[src/core/pinmux_pkg.sv]
// constants shared by the pin multiplexer and the board model
package pinmux_pkg;

  // ***************************************************************
  // pin counts per function group
  // ***************************************************************
  localparam int N_PG   = 6;   // pulse generator outputs
  localparam int N_SER  = 4;   // serial channels
  localparam int N_DREQ = 3;   // dma request inputs
  localparam int N_DACK = 3;   // dma accept outputs
  localparam int N_DEND = 2;   // dma end outputs
  localparam int N_AN   = 8;   // analog inputs
  localparam int N_DAC  = 3;   // d/a outputs

  // ***************************************************************
  // pad index of the first pin of each group
  // ***************************************************************
  localparam int BASE_PG   = 0;
  localparam int BASE_SCK  = BASE_PG + N_PG;
  localparam int BASE_TX   = BASE_SCK + N_SER;
  localparam int BASE_RX   = BASE_TX + N_SER;
  localparam int BASE_DREQ = BASE_RX + N_SER;
  localparam int BASE_DACK = BASE_DREQ + N_DREQ;
  localparam int BASE_DEND = BASE_DACK + N_DACK;
  localparam int BASE_AN   = BASE_DEND + N_DEND;
  localparam int NPIN      = BASE_AN + N_AN;   // 34 pads
  localparam int WORD_W    = 32;
  localparam int HI_W      = NPIN - WORD_W;    // pads above the low word

  // ***************************************************************
  // function enable register fields
  // ***************************************************************
  localparam int FN_PG   = 0;              // pulse generator enables
  localparam int FN_SCK  = FN_PG + N_PG;   // serial clock output enables
  localparam int FN_TMR  = FN_SCK + N_SER; // reload timer output enables
  localparam int FN_TX   = FN_TMR + N_SER; // serial data output enables
  localparam int FN_DREQ = FN_TX + N_SER;  // dma request source selects
  localparam int FN_DACK = FN_DREQ + N_DREQ;
  localparam int FN_DEND = FN_DACK + N_DACK;
  localparam int FUNC_W  = FN_DEND + N_DEND;

  // ***************************************************************
  // per-pin register kinds, each a low and a high word
  // ***************************************************************
  localparam int N_KIND    = 5;
  localparam int KIND_DATA = 0;  // port output value
  localparam int KIND_DIR  = 1;  // port direction, 1 = output
  localparam int KIND_PU   = 2;  // pull-up enable
  localparam int KIND_OD   = 3;  // open-drain enable
  localparam int KIND_STK  = 4;  // keep input alive in standby

  // ***************************************************************
  // word addresses on the register port
  // ***************************************************************
  localparam int ADDR_W = 5;
  localparam logic [ADDR_W-1:0] ADDR_VREG_END = 5'h0A; // below: kinds
  localparam logic [ADDR_W-1:0] ADDR_PIN_LO   = 5'h0A;
  localparam logic [ADDR_W-1:0] ADDR_PIN_HI   = 5'h0B;
  localparam logic [ADDR_W-1:0] ADDR_FUNC     = 5'h0C;
  localparam logic [ADDR_W-1:0] ADDR_ASEL     = 5'h0D;
  localparam logic [ADDR_W-1:0] ADDR_DAC      = 5'h0E;

  // ***************************************************************
  // reset values
  // ***************************************************************
  localparam logic [NPIN-1:0]   RST_PINREG = '0;
  localparam logic [FUNC_W-1:0] RST_FUNC   = '0;
  localparam logic [N_AN-1:0]   RST_ASEL   = '0;
  localparam logic [N_DAC-1:0]  RST_DAC    = '0;

endpackage

[src/core/pad_input_sync.sv]
// two-stage synchroniser for one pad input
`timescale 1ns/1ps
`default_nettype none

module pad_input_sync (
  // clock and reset
  input  wire logic clk,
  input  wire logic rstn,
  // pad side
  input  wire logic pad_i,
  // core side
  output var  logic sync_o
);

  // ***************************************************************
  // state
  // ***************************************************************
  typedef struct packed {
    logic meta;  // first stage, read only by the second
    logic held;  // second stage, safe to use
  } sync_s;

  sync_s st_r;   // registered state
  sync_s st_nxt; // next state

  // shift the pad level one stage per clock
  always_comb begin
    st_nxt      = st_r;
    st_nxt.meta = pad_i;
    st_nxt.held = st_r.meta;
  end

  // both stages clear on reset
  always_ff @(posedge clk or negedge rstn) begin
    if (!rstn) begin
      st_r <= '0;
    end else begin
      st_r <= st_nxt;
    end
  end

  assign sync_o = st_r.held;

endmodule // pad_input_sync

`default_nettype wire

[src/core/pin_multiplexer.sv]
// pin multiplexer between port bits and peripheral functions
`timescale 1ns/1ps
`default_nettype none

// Function
// - enabled peripheral output overrides port output
// - pulse pin carries waveform while enabled
// - serial clock first, timer next, else port
// - serial data pin driven while enabled
// - serial input always fed to receiver
// - dma request routed only when selected
// - dma accept driven only when enabled
// - dma end driven only when enabled
// - analog pin goes to converter when selected
// - d/a output presented only when enabled
// - pull-up, open-drain, standby input gating
module pin_multiplexer (
  // clock and reset
  input  wire logic                                SYS_CLK,
  input  wire logic                                RESETN,
  // register port
  input  wire logic [pinmux_pkg::ADDR_W-1:0]       REG_ADDR,
  input  wire logic [pinmux_pkg::WORD_W-1:0]       REG_WDATA,
  input  wire logic                                REG_WR,
  input  wire logic                                REG_RD,
  output var  logic [pinmux_pkg::WORD_W-1:0]       REG_RDATA,
  // low-power control
  input  wire logic                                STANDBY,
  // peripheral outputs toward the pins
  input  wire logic [pinmux_pkg::N_PG-1:0]         PULSE_GEN_WAVE,
  input  wire logic [pinmux_pkg::N_SER-1:0]        SERIAL_CLOCK_OUT,
  input  wire logic [pinmux_pkg::N_SER-1:0]        RELOAD_TIMER_OUT,
  input  wire logic [pinmux_pkg::N_SER-1:0]        SERIAL_TX_DATA,
  input  wire logic [pinmux_pkg::N_DACK-1:0]       DMA_ACCEPT,
  input  wire logic [pinmux_pkg::N_DEND-1:0]       DMA_END,
  // pin inputs toward the peripherals
  output var  logic [pinmux_pkg::N_SER-1:0]        SERIAL_RX_DATA,
  output var  logic [pinmux_pkg::N_SER-1:0]        SERIAL_CLOCK_IN,
  output var  logic [pinmux_pkg::N_DREQ-1:0]       DMA_REQUEST,
  // analog switches
  output var  logic [pinmux_pkg::N_AN-1:0]         ANALOG_SWITCH,
  output var  logic [pinmux_pkg::N_DAC-1:0]        DAC_OUT_ENABLE,
  // pads
  input  wire logic [pinmux_pkg::NPIN-1:0]         PAD_I,
  output var  logic [pinmux_pkg::NPIN-1:0]         PAD_O,
  output var  logic [pinmux_pkg::NPIN-1:0]         PAD_OE_N,
  output var  logic [pinmux_pkg::NPIN-1:0]         PAD_PULLUP
);

  // ***************************************************************
  // state
  // ***************************************************************
  typedef struct packed {
    logic [pinmux_pkg::N_KIND-1:0][pinmux_pkg::NPIN-1:0] vreg; // per pin
    logic [pinmux_pkg::FUNC_W-1:0] func;   // function enables
    logic [pinmux_pkg::N_AN-1:0]   asel;   // analog pin select
    logic [pinmux_pkg::N_DAC-1:0]  dac;    // d/a output enables
    logic [pinmux_pkg::WORD_W-1:0] rdata;  // read answer
    logic [pinmux_pkg::NPIN-1:0]   pad_o;
    logic [pinmux_pkg::NPIN-1:0]   pad_oe_n;
    logic [pinmux_pkg::NPIN-1:0]   pad_pu;
    logic [pinmux_pkg::N_SER-1:0]  rx;
    logic [pinmux_pkg::N_SER-1:0]  sclk_in;
    logic [pinmux_pkg::N_DREQ-1:0] dreq;
    logic [pinmux_pkg::N_AN-1:0]   asw;
    logic [pinmux_pkg::N_DAC-1:0]  dac_en;
  } state_s;

  state_s st_r;   // registered state
  state_s st_nxt; // next state
  logic [pinmux_pkg::NPIN-1:0] pad_sync;  // synchronised pad levels
  logic [pinmux_pkg::NPIN-1:0] pad_in;    // after standby gating
  logic [pinmux_pkg::NPIN-1:0] fn_drive;  // peripheral owns the pin
  logic [pinmux_pkg::NPIN-1:0] fn_val;    // peripheral output level
  logic [pinmux_pkg::NPIN-1:0] an_pin;    // pin handed to the converter

  // ***************************************************************
  // pad input synchronisers
  // ***************************************************************
  // pads are asynchronous to the core clock
  generate
    for (genvar gi = 0; gi < pinmux_pkg::NPIN; gi++) begin : g_sync
      pad_input_sync u_sync (
        .clk    (SYS_CLK),
        .rstn   (RESETN),
        .pad_i  (PAD_I[gi]),
        .sync_o (pad_sync[gi])
      );
    end
  endgenerate

  // ***************************************************************
  // function ownership of each pin
  // ***************************************************************
  // pins of one group are contiguous, so a loop per group serves
  always_comb begin
    fn_drive = '0;
    fn_val   = '0;
    an_pin   = '0;
    // pulse generator pins
    for (int i = 0; i < pinmux_pkg::N_PG; i++) begin
      fn_drive[pinmux_pkg::BASE_PG+i] = st_r.func[pinmux_pkg::FN_PG+i];
      fn_val[pinmux_pkg::BASE_PG+i]   = PULSE_GEN_WAVE[i];
    end
    // serial clock pins shared with reload timers
    for (int i = 0; i < pinmux_pkg::N_SER; i++) begin
      if (st_r.func[pinmux_pkg::FN_SCK+i]) begin
        // serial clock wins even if the timer is enabled too
        fn_drive[pinmux_pkg::BASE_SCK+i] = 1'b1;
        fn_val[pinmux_pkg::BASE_SCK+i]   = SERIAL_CLOCK_OUT[i];
      end else if (st_r.func[pinmux_pkg::FN_TMR+i]) begin
        fn_drive[pinmux_pkg::BASE_SCK+i] = 1'b1;
        fn_val[pinmux_pkg::BASE_SCK+i]   = RELOAD_TIMER_OUT[i];
      end
      // serial data output pin of the same channel
      fn_drive[pinmux_pkg::BASE_TX+i] = st_r.func[pinmux_pkg::FN_TX+i];
      fn_val[pinmux_pkg::BASE_TX+i]   = SERIAL_TX_DATA[i];
    end
    // dma accept pins
    for (int i = 0; i < pinmux_pkg::N_DACK; i++) begin
      fn_drive[pinmux_pkg::BASE_DACK+i] = st_r.func[pinmux_pkg::FN_DACK+i];
      fn_val[pinmux_pkg::BASE_DACK+i]   = DMA_ACCEPT[i];
    end
    // dma end pins
    for (int i = 0; i < pinmux_pkg::N_DEND; i++) begin
      fn_drive[pinmux_pkg::BASE_DEND+i] = st_r.func[pinmux_pkg::FN_DEND+i];
      fn_val[pinmux_pkg::BASE_DEND+i]   = DMA_END[i];
    end
    // analog pins have no digital function, only the switch
    for (int i = 0; i < pinmux_pkg::N_AN; i++) begin
      an_pin[pinmux_pkg::BASE_AN+i] = st_r.asel[i];
    end
  end
  // ***************************************************************
  // standby gating of the input path
  // ***************************************************************
  // a gated input reads low so the hysteresis stage sees no toggling;
  // a selected analog pin never feeds the digital path
  always_comb begin
    for (int i = 0; i < pinmux_pkg::NPIN; i++) begin
      pad_in[i] = pad_sync[i] & ~an_pin[i]
                & ~(STANDBY & ~st_r.vreg[pinmux_pkg::KIND_STK][i]);
    end
  end
  // ***************************************************************
  // next state: register port, pad drivers, peripheral inputs
  // ***************************************************************
  always_comb begin
    logic [pinmux_pkg::NPIN-1:0] drv;  // pin is being driven
    logic [pinmux_pkg::NPIN-1:0] val;  // level offered to the pin
    drv    = '0;
    val    = '0;
    st_nxt = st_r;
    // register writes, one word per strobe
    if (REG_WR) begin
      if (REG_ADDR < pinmux_pkg::ADDR_VREG_END) begin
        if (REG_ADDR[0]) begin
          // high word: only the pads above bit 31 exist
          st_nxt.vreg[REG_ADDR[pinmux_pkg::ADDR_W-1:1]]
                     [pinmux_pkg::NPIN-1:pinmux_pkg::WORD_W] =
            REG_WDATA[pinmux_pkg::HI_W-1:0];
        end else begin
          st_nxt.vreg[REG_ADDR[pinmux_pkg::ADDR_W-1:1]]
                     [pinmux_pkg::WORD_W-1:0] = REG_WDATA;
        end
      end else begin
        case (REG_ADDR)
          pinmux_pkg::ADDR_FUNC: begin
            st_nxt.func = REG_WDATA[pinmux_pkg::FUNC_W-1:0];
          end
          pinmux_pkg::ADDR_ASEL: begin
            st_nxt.asel = REG_WDATA[pinmux_pkg::N_AN-1:0];
          end
          pinmux_pkg::ADDR_DAC: begin
            st_nxt.dac = REG_WDATA[pinmux_pkg::N_DAC-1:0];
          end
          default: begin
            // pin level words are read-only, others unmapped
          end
        endcase
      end
    end
    // read answer stands for exactly the cycle after the strobe
    st_nxt.rdata = '0;
    if (REG_RD) begin
      if (REG_ADDR < pinmux_pkg::ADDR_VREG_END) begin
        if (REG_ADDR[0]) begin
          st_nxt.rdata[pinmux_pkg::HI_W-1:0] =
            st_r.vreg[REG_ADDR[pinmux_pkg::ADDR_W-1:1]]
                     [pinmux_pkg::NPIN-1:pinmux_pkg::WORD_W];
        end else begin
          st_nxt.rdata = st_r.vreg[REG_ADDR[pinmux_pkg::ADDR_W-1:1]]
                                  [pinmux_pkg::WORD_W-1:0];
        end
      end else begin
        case (REG_ADDR)
          pinmux_pkg::ADDR_PIN_LO: begin
            st_nxt.rdata = pad_in[pinmux_pkg::WORD_W-1:0];
          end
          pinmux_pkg::ADDR_PIN_HI: begin
            st_nxt.rdata[pinmux_pkg::HI_W-1:0] =
              pad_in[pinmux_pkg::NPIN-1:pinmux_pkg::WORD_W];
          end
          pinmux_pkg::ADDR_FUNC: begin
            st_nxt.rdata[pinmux_pkg::FUNC_W-1:0] = st_r.func;
          end
          pinmux_pkg::ADDR_ASEL: begin
            st_nxt.rdata[pinmux_pkg::N_AN-1:0] = st_r.asel;
          end
          pinmux_pkg::ADDR_DAC: begin
            st_nxt.rdata[pinmux_pkg::N_DAC-1:0] = st_r.dac;
          end
          default: begin
            // unmapped words read as zero
          end
        endcase
      end
    end
    // pad drivers: peripheral first, port bits otherwise
    for (int i = 0; i < pinmux_pkg::NPIN; i++) begin
      if (fn_drive[i]) begin
        drv[i] = 1'b1;
        val[i] = fn_val[i];
      end else begin
        drv[i] = st_r.vreg[pinmux_pkg::KIND_DIR][i] & ~an_pin[i];
        val[i] = st_r.vreg[pinmux_pkg::KIND_DATA][i];
      end
      // open drain only ever pulls low; a high level floats
      st_nxt.pad_o[i]    = val[i];
      st_nxt.pad_oe_n[i] = ~(drv[i]
        & ~(st_r.vreg[pinmux_pkg::KIND_OD][i] & val[i]));
      // pull-up off on selected analog pins so it cannot bias the converter
      st_nxt.pad_pu[i]   = st_r.vreg[pinmux_pkg::KIND_PU][i]
                         & ~an_pin[i];
    end
    // serial inputs run all the time, the receiver decides use
    for (int i = 0; i < pinmux_pkg::N_SER; i++) begin
      st_nxt.rx[i]      = pad_in[pinmux_pkg::BASE_RX+i];
      st_nxt.sclk_in[i] = pad_in[pinmux_pkg::BASE_SCK+i];
    end
    // dma requests reach the controller only while selected
    for (int i = 0; i < pinmux_pkg::N_DREQ; i++) begin
      st_nxt.dreq[i] = pad_in[pinmux_pkg::BASE_DREQ+i]
                     & st_r.func[pinmux_pkg::FN_DREQ+i];
    end
    st_nxt.asw    = st_r.asel;
    st_nxt.dac_en = st_r.dac;
  end
  // ***************************************************************
  // state register
  // ***************************************************************
  // reset leaves every pin as an undriven input with no function
  always_ff @(posedge SYS_CLK or negedge RESETN) begin
    if (!RESETN) begin
      st_r          <= '0;
      st_r.vreg     <= {pinmux_pkg::N_KIND{pinmux_pkg::RST_PINREG}};
      st_r.func     <= pinmux_pkg::RST_FUNC;
      st_r.asel     <= pinmux_pkg::RST_ASEL;
      st_r.dac      <= pinmux_pkg::RST_DAC;
      st_r.pad_oe_n <= '1;
    end else begin
      st_r <= st_nxt;
    end
  end
  // ***************************************************************
  // outputs, all straight from the state register
  // ***************************************************************
  assign REG_RDATA       = st_r.rdata;
  assign PAD_O           = st_r.pad_o;
  assign PAD_OE_N        = st_r.pad_oe_n;
  assign PAD_PULLUP      = st_r.pad_pu;
  assign SERIAL_RX_DATA  = st_r.rx;
  assign SERIAL_CLOCK_IN = st_r.sclk_in;
  assign DMA_REQUEST     = st_r.dreq;
  assign ANALOG_SWITCH   = st_r.asw;
  assign DAC_OUT_ENABLE  = st_r.dac_en;
  // ***************************************************************
  // checks on channel 0 of each group except dma end and d/a
  // ***************************************************************
  a_pg_wave_out: assert property (
    @(posedge SYS_CLK) disable iff (!RESETN)
    st_r.func[pinmux_pkg::FN_PG] && !st_r.vreg[pinmux_pkg::KIND_OD][0]
    |=> !PAD_OE_N[pinmux_pkg::BASE_PG]
        && PAD_O[pinmux_pkg::BASE_PG] == $past(PULSE_GEN_WAVE[0]))
    else $error("pulse pin lost its waveform");
  a_sclk_first: assert property (
    @(posedge SYS_CLK) disable iff (!RESETN)
    st_r.func[pinmux_pkg::FN_SCK] && st_r.func[pinmux_pkg::FN_TMR]
    |=> PAD_O[pinmux_pkg::BASE_SCK] == $past(SERIAL_CLOCK_OUT[0]))
    else $error("timer beat serial clock");
  a_timer_out: assert property (
    @(posedge SYS_CLK) disable iff (!RESETN)
    !st_r.func[pinmux_pkg::FN_SCK] && st_r.func[pinmux_pkg::FN_TMR]
    |=> PAD_O[pinmux_pkg::BASE_SCK] == $past(RELOAD_TIMER_OUT[0]))
    else $error("timer not on clock pin");
  a_tx_port_back: assert property (
    @(posedge SYS_CLK) disable iff (!RESETN)
    !st_r.func[pinmux_pkg::FN_TX]
    |=> PAD_O[pinmux_pkg::BASE_TX]
        == $past(st_r.vreg[pinmux_pkg::KIND_DATA][pinmux_pkg::BASE_TX]))
    else $error("tx pin not back to port");
  a_rx_path_delay: assert property (
    @(posedge SYS_CLK) disable iff (!RESETN)
    !STANDBY && $past(RESETN, 3)
    |=> SERIAL_RX_DATA[0] == $past(PAD_I[pinmux_pkg::BASE_RX], 3))
    else $error("rx input not fed through");
  a_dreq_blocked: assert property (
    @(posedge SYS_CLK) disable iff (!RESETN)
    !st_r.func[pinmux_pkg::FN_DREQ] |=> !DMA_REQUEST[0])
    else $error("unselected dma request passed");
  a_dack_follow: assert property (
    @(posedge SYS_CLK) disable iff (!RESETN)
    st_r.func[pinmux_pkg::FN_DACK]
    |=> PAD_O[pinmux_pkg::BASE_DACK] == $past(DMA_ACCEPT[0]))
    else $error("accept pin wrong");
  a_analog_quiet: assert property (
    @(posedge SYS_CLK) disable iff (!RESETN)
    st_r.asel[0]
    |=> ANALOG_SWITCH[0] && PAD_OE_N[pinmux_pkg::BASE_AN]
        && !PAD_PULLUP[pinmux_pkg::BASE_AN])
    else $error("analog pin still digital");
  a_od_release: assert property (
    @(posedge SYS_CLK) disable iff (!RESETN)
    st_r.vreg[pinmux_pkg::KIND_OD][pinmux_pkg::BASE_PG]
    |=> PAD_OE_N[pinmux_pkg::BASE_PG] || !PAD_O[pinmux_pkg::BASE_PG])
    else $error("open drain drove high");
  a_read_once: assert property (
    @(posedge SYS_CLK) disable iff (!RESETN)
    !REG_RD |=> REG_RDATA == '0)
    else $error("read data outside its cycle");

endmodule // pin_multiplexer

`default_nettype wire

[config.mk]
export PLATFORM = sky130hd
export DESIGN_NAME = pin_multiplexer
export DESIGN_NICKNAME = d
export VERILOG_FILES = /design/src/core/pinmux_pkg.sv /design/src/core/pad_input_sync.sv /design/src/core/pin_multiplexer.sv
export SDC_FILE = /design/constraint.sdc
export NUM_CORES = 1
export LEC_CHECK = 0
export ABC_AREA = 0
export BUFFER_PORTS_ARGS = -buffer_cell sky130_fd_sc_hd__clkbuf_2
export CORE_MARGIN = 2
export CORE_UTILIZATION = 52
export CTS_CLUSTER_SIZE = 25
export DETAILED_ROUTE_END_ITERATION = 7
export PLACE_DENSITY = 0.76
export SLEW_MARGIN = 20
export SYNTH_ARGS = -nofsm -noshare
export SYNTH_HDL_FRONTEND = slang
export SYNTH_SLANG_ARGS = --single-unit
[constraint.sdc]
create_clock -name SYS_CLK -period 1.4 [get_ports SYS_CLK]
set_input_delay 0.07 -clock SYS_CLK [delete_from_list [all_inputs] [get_ports SYS_CLK]]
set_output_delay 0.07 -clock SYS_CLK [all_outputs]
set_load 0.02 [all_outputs]
==> flow_summary.json <==
{
  "core.rowCount": 67,
  "worstSkewPairLatency_ns": 0.53,
  "synth_xor_xnor_area_share_pct": 0,
  "detailedPlace.worstSlack_ns": -0.1935,
  "setup_viol_count_final": 0,
  "total_power_mw": 33.58,
  "post-route-min-period_ns": 1.376,
  "die_area_sq_mm": 0.03576,
  "final_critical_path_setup_slack_ns": 0.02388,
  "count_of_maximum_capacitance_violations": 0,
  "ctsRootBufferMaster": "clkbuf_16",
  "synth.yosys.seq_area_share_pct": 60.76,
  "async_s_r_ff_share_synth_pct": 100.0,
  "cts_made_buffers": 44,
  "dp_hpwl_um": 31310,
  "grt_pass1_wl_um": 71570,
  "initial_utilization_pct": 53.01,
  "place.port_buffers": 254,
  "synth.area.mux_share_pct": 18.51,
  "finalClockSkew_ns": 0.01156,
  "h-tree-depth": 2,
  "power.combinational.fraction_pct": 17.2,
  "gpl.final_weighted_congestion": 0.8602,
  "peakVddDrop_uv": 1002,
  "cts.reportedPaths.clkPinSlew_ns": 0.06,
  "switching_power_mw": 9.306,
  "post-route-period-util_pct": 98.29,
  "synth.avg_cell_area_sq_um": 14.03,
  "synth_fp_nets": 1369,
  "layout-area-overhead-vs-synth_pct": 21.33,
  "post_route_cells_drive_above_1_share_pct": 40.78,
  "tritoncts_num_sinks": 431,
  "power_density_mw_per_mm2": 1553,
  "rsz0062_at_grt": "true",
  "worst_pin_slew_ns": 0.4147,
  "netlist.area_leader.share_pct": 55.75,
  "gr-total-overflow": 0,
  "boundaryPins": 255,
  "dpl.cell_count": 1862,
  "max_slew_margin_pct": 72.30,
  "core_region_area_sq_mm": 0.03362,
  "first_pass_iters": 5,
  "ant_nets": 0,
  "final-seq-area_sq_mm": 0.01083,
  "achievable-frequency_ghz": 0.7267,
  "share_seq_of_total_power_pct": 48.3,
  "synth.lib_cells_used.distinct": 51,
  "synth-main-ff-cell": "dfrtp_1",
  "fp.dieH_um": 189.1,
  "netlist_top_cells_area": "dfrtp_1, mux2_2, buf_4",
  "compound_cell_area_share_of_the_yosys_netlist_pct": 7.976,
  "nFillCells": 2383,
  "yosysTopAreaCell": "dfrtp_1",
  "startpoint_class_of_the_critical_path": "flip-flop",
  "required_ns": 1.84,
  "number_of_global_route_vias_before_repair": 12160,
  "synth_top_family_by_area": "multiplexers",
  "drt-total-wl_um": 46520,
  "static-leakage-power_nw": 10.33,
  "maximum_fanout_encountered_on_the_critical_timing_path": 2,
  "critical_path_arrival_ns": 1.82,
  "final-hold-violation-count": 0,
  "ys.warnings.count": 0,
  "p_clk_share_pct": 34.5,
  "track_usage_pct": 26.44,
  "post_synth_instance_area_sq_mm": 0.01782,
  "maximum_number_of_pins_on_one_net_before_global_route_repair": 56,
  "synth_cells": 1270,
  "synth_simple_gate_area_share_pct": 4.009,
  "post_layout_instance_count_excluding_filler_cells": 2033,
  "num_vias": 11460,
  "die_w_um": 189.1,
  "tritoncts": "built",
  "run_status": "finished, final reports clean",
  "final_net_count": 1651,
  "drt_drc_violations_left": 0,
  "multiInputGateArea_sq_mm": 0.005468,
  "synth-edff-count": 0,
  "synth_common_cells": "dfrtp_1, buf_4, mux2_2, mux2_1, nand2_1",
  "antenna_found_initial": 2,
  "timing.hold.worst.class": "in2async",
  "initialDrtViolationCount": 911,
  "slew_violations": 0,
  "yosys.area_share.adder_pct": 0,
  "class_of_the_most_critical_setup_path": "reg2reg",
  "vias_per_cell": 5.638,
  "cts_buffer_depth": 3,
  "cell_internal_pwr_mw": 24.28,
  "synth_most_common_cell": "dfrtp_1",
  "yosys_register_bits": 431,
  "detail_route.wl_per_cell_um": 22.88,
  "worst_setup_path_end_kind": "flip-flop",
  "switching_share_pct": 27.71
}
-- state kept, by name (all words and copies together), names as in the netlist, 15 cells and up --
register              cells
PAD_O                    34
PAD_OE_N                 34
PAD_PULLUP               34
REG_RDATA                32
fn_drive                 15
g_sync.u_sync.st_nxt     34
g_sync.u_sync.sync_o     34
st_nxt                   44
st_r                    140
-- stage by stage --
stage | util, % | hold slack [ns] | TNS, ns | instance area, sq um
after floorplan | - | -0.2256 | 0 | 17820
final | 64.32 | 0.04076 | 0 | 21620
after global placement | 57.29 | -0.007573 | -8.521 | 19260
after detailed placement | 57.29 | -0.008626 | -13.69 | 19260
after CTS | 64.31 | 0.03256 | 0 | 21620
after global routing | 64.32 | 0.05766 | -0.1595 | 21620
-- routing by layer --
metal / part of all wire [%] / routed length [um] / GRT usage, % / vias up
met1: 40 / 18530 / 34.84 / 5867
li1: - / - / - / 4932
met3: 7.5 / 3487 / 4.727 / 119
met5: 0.028 / 13 / 0 / -
met4: 4.0 / 1877 / 11.30 / 2
met2: 49 / 22610 / 43.36 / 543
-- cell type report --
type / instances / share of cell area [%]
inverter: 12 / 0.2083
clock inverter: 13 / 0.6944
timing repair buffer: 453 / 15.20
sequential: 431 / 50.08
tap: 448 / 2.593
clock buffer: 65 / 5.926
antenna: 1 / 0.01157
multi-input combinational: 610 / 25.29
-- timing repair --
| item | in CTS | in global routing |
|---|---|---|
| buffers inserted | 0 | 0 |
| hold buffers | 92 | 0 |
| resized for setup | 2 | 1 |
| pin swaps | 0 | 4 |
| setup endpoints to repair | 1 | 3 |
| hold endpoints to repair | 659 | 0 |
-- logic make-up after synthesis --
logic type      Yosys count
flops                   431
mux                     279
buf+inv                 229
compound gates          189
simple gates            142
-- power groups by stage --
stage	clock network [mW]	logic (mW)	registers [mW]
3_3_place_gp	0	5.41	16.3
5_1_grt	12.3	6.22	16.4
6_report	11.6	5.79	16.2
2_1_floorplan	0	4.57	15.7
4_1_cts	11.7	5.80	16.2
3_5_place_dp	0	5.54	16.4
-- critical path: stages (launching register included) --
cell	delay [ns]
dfrtp_1	0.38
nor4bb_1	0.29
o21ai_1	0.11
a211o_1	0.28
a221oi_2	0.24
-- path summary, 6_finish.rpt --
kind                                                      start  slack, ns  depth (start not counted)                                 to
setup / recovery                         an_pin[33]$_DFFE_PN0P_       0.02                          4             REG_RDATA[1]$_DFF_PN0_
hold / removal                                           RESETN       0.04                          2             REG_RDATA[4]$_DFF_PN0_
setup reg to reg                         an_pin[33]$_DFFE_PN0P_       0.02                          4             REG_RDATA[1]$_DFF_PN0_
hold reg to reg            g_sync[7].u_sync.st_nxt[0]$_DFF_PN0_       0.34                          0  g_sync[7].u_sync.sync_o$_DFF_PN0_
max in group asynchronous                                RESETN       0.70                          3             PAD_OE_N[19]$_DFF_PN1_
min in group SYS_CLK                                    STANDBY       0.12                          4           DMA_REQUEST[0]$_DFF_PN0_
-- layout by cell type, fill, tap and decap left out, types with 4 or more instances in the layout --
master,netlist,layout
a211oi_1,12,12
a21oi_1,9,9
a221oi_1,12,12
a22oi_1,20,20
a2bb2oi_1,6,6
and3_1,4,4
buf_12,0,22
buf_4,166,87
clkbuf_1,11,12
clkbuf_16,0,45
clkbuf_2,0,250
clkbuf_8,0,8
clkinv_2,0,7
dfrtp_1,397,397
dfstp_2,34,34
dlygate4sd3_1,0,92
inv_1,12,12
mux2_1,97,97
mux2_2,117,117
mux2_4,20,20
mux2i_1,34,34
mux4_2,11,11
nand2_1,66,61
nand2_2,0,5
nand2b_1,15,15
nand3_1,8,8
nor2_1,13,13
nor2b_1,13,12
nor3_1,10,10
o2111ai_1,6,6
o21a_1,14,14
o21ai_0,43,43
o221a_2,20,20
o22ai_1,16,16
o2bb2a_1,8,8
o31ai_1,4,4
Power figures use the tool's default switching activity.
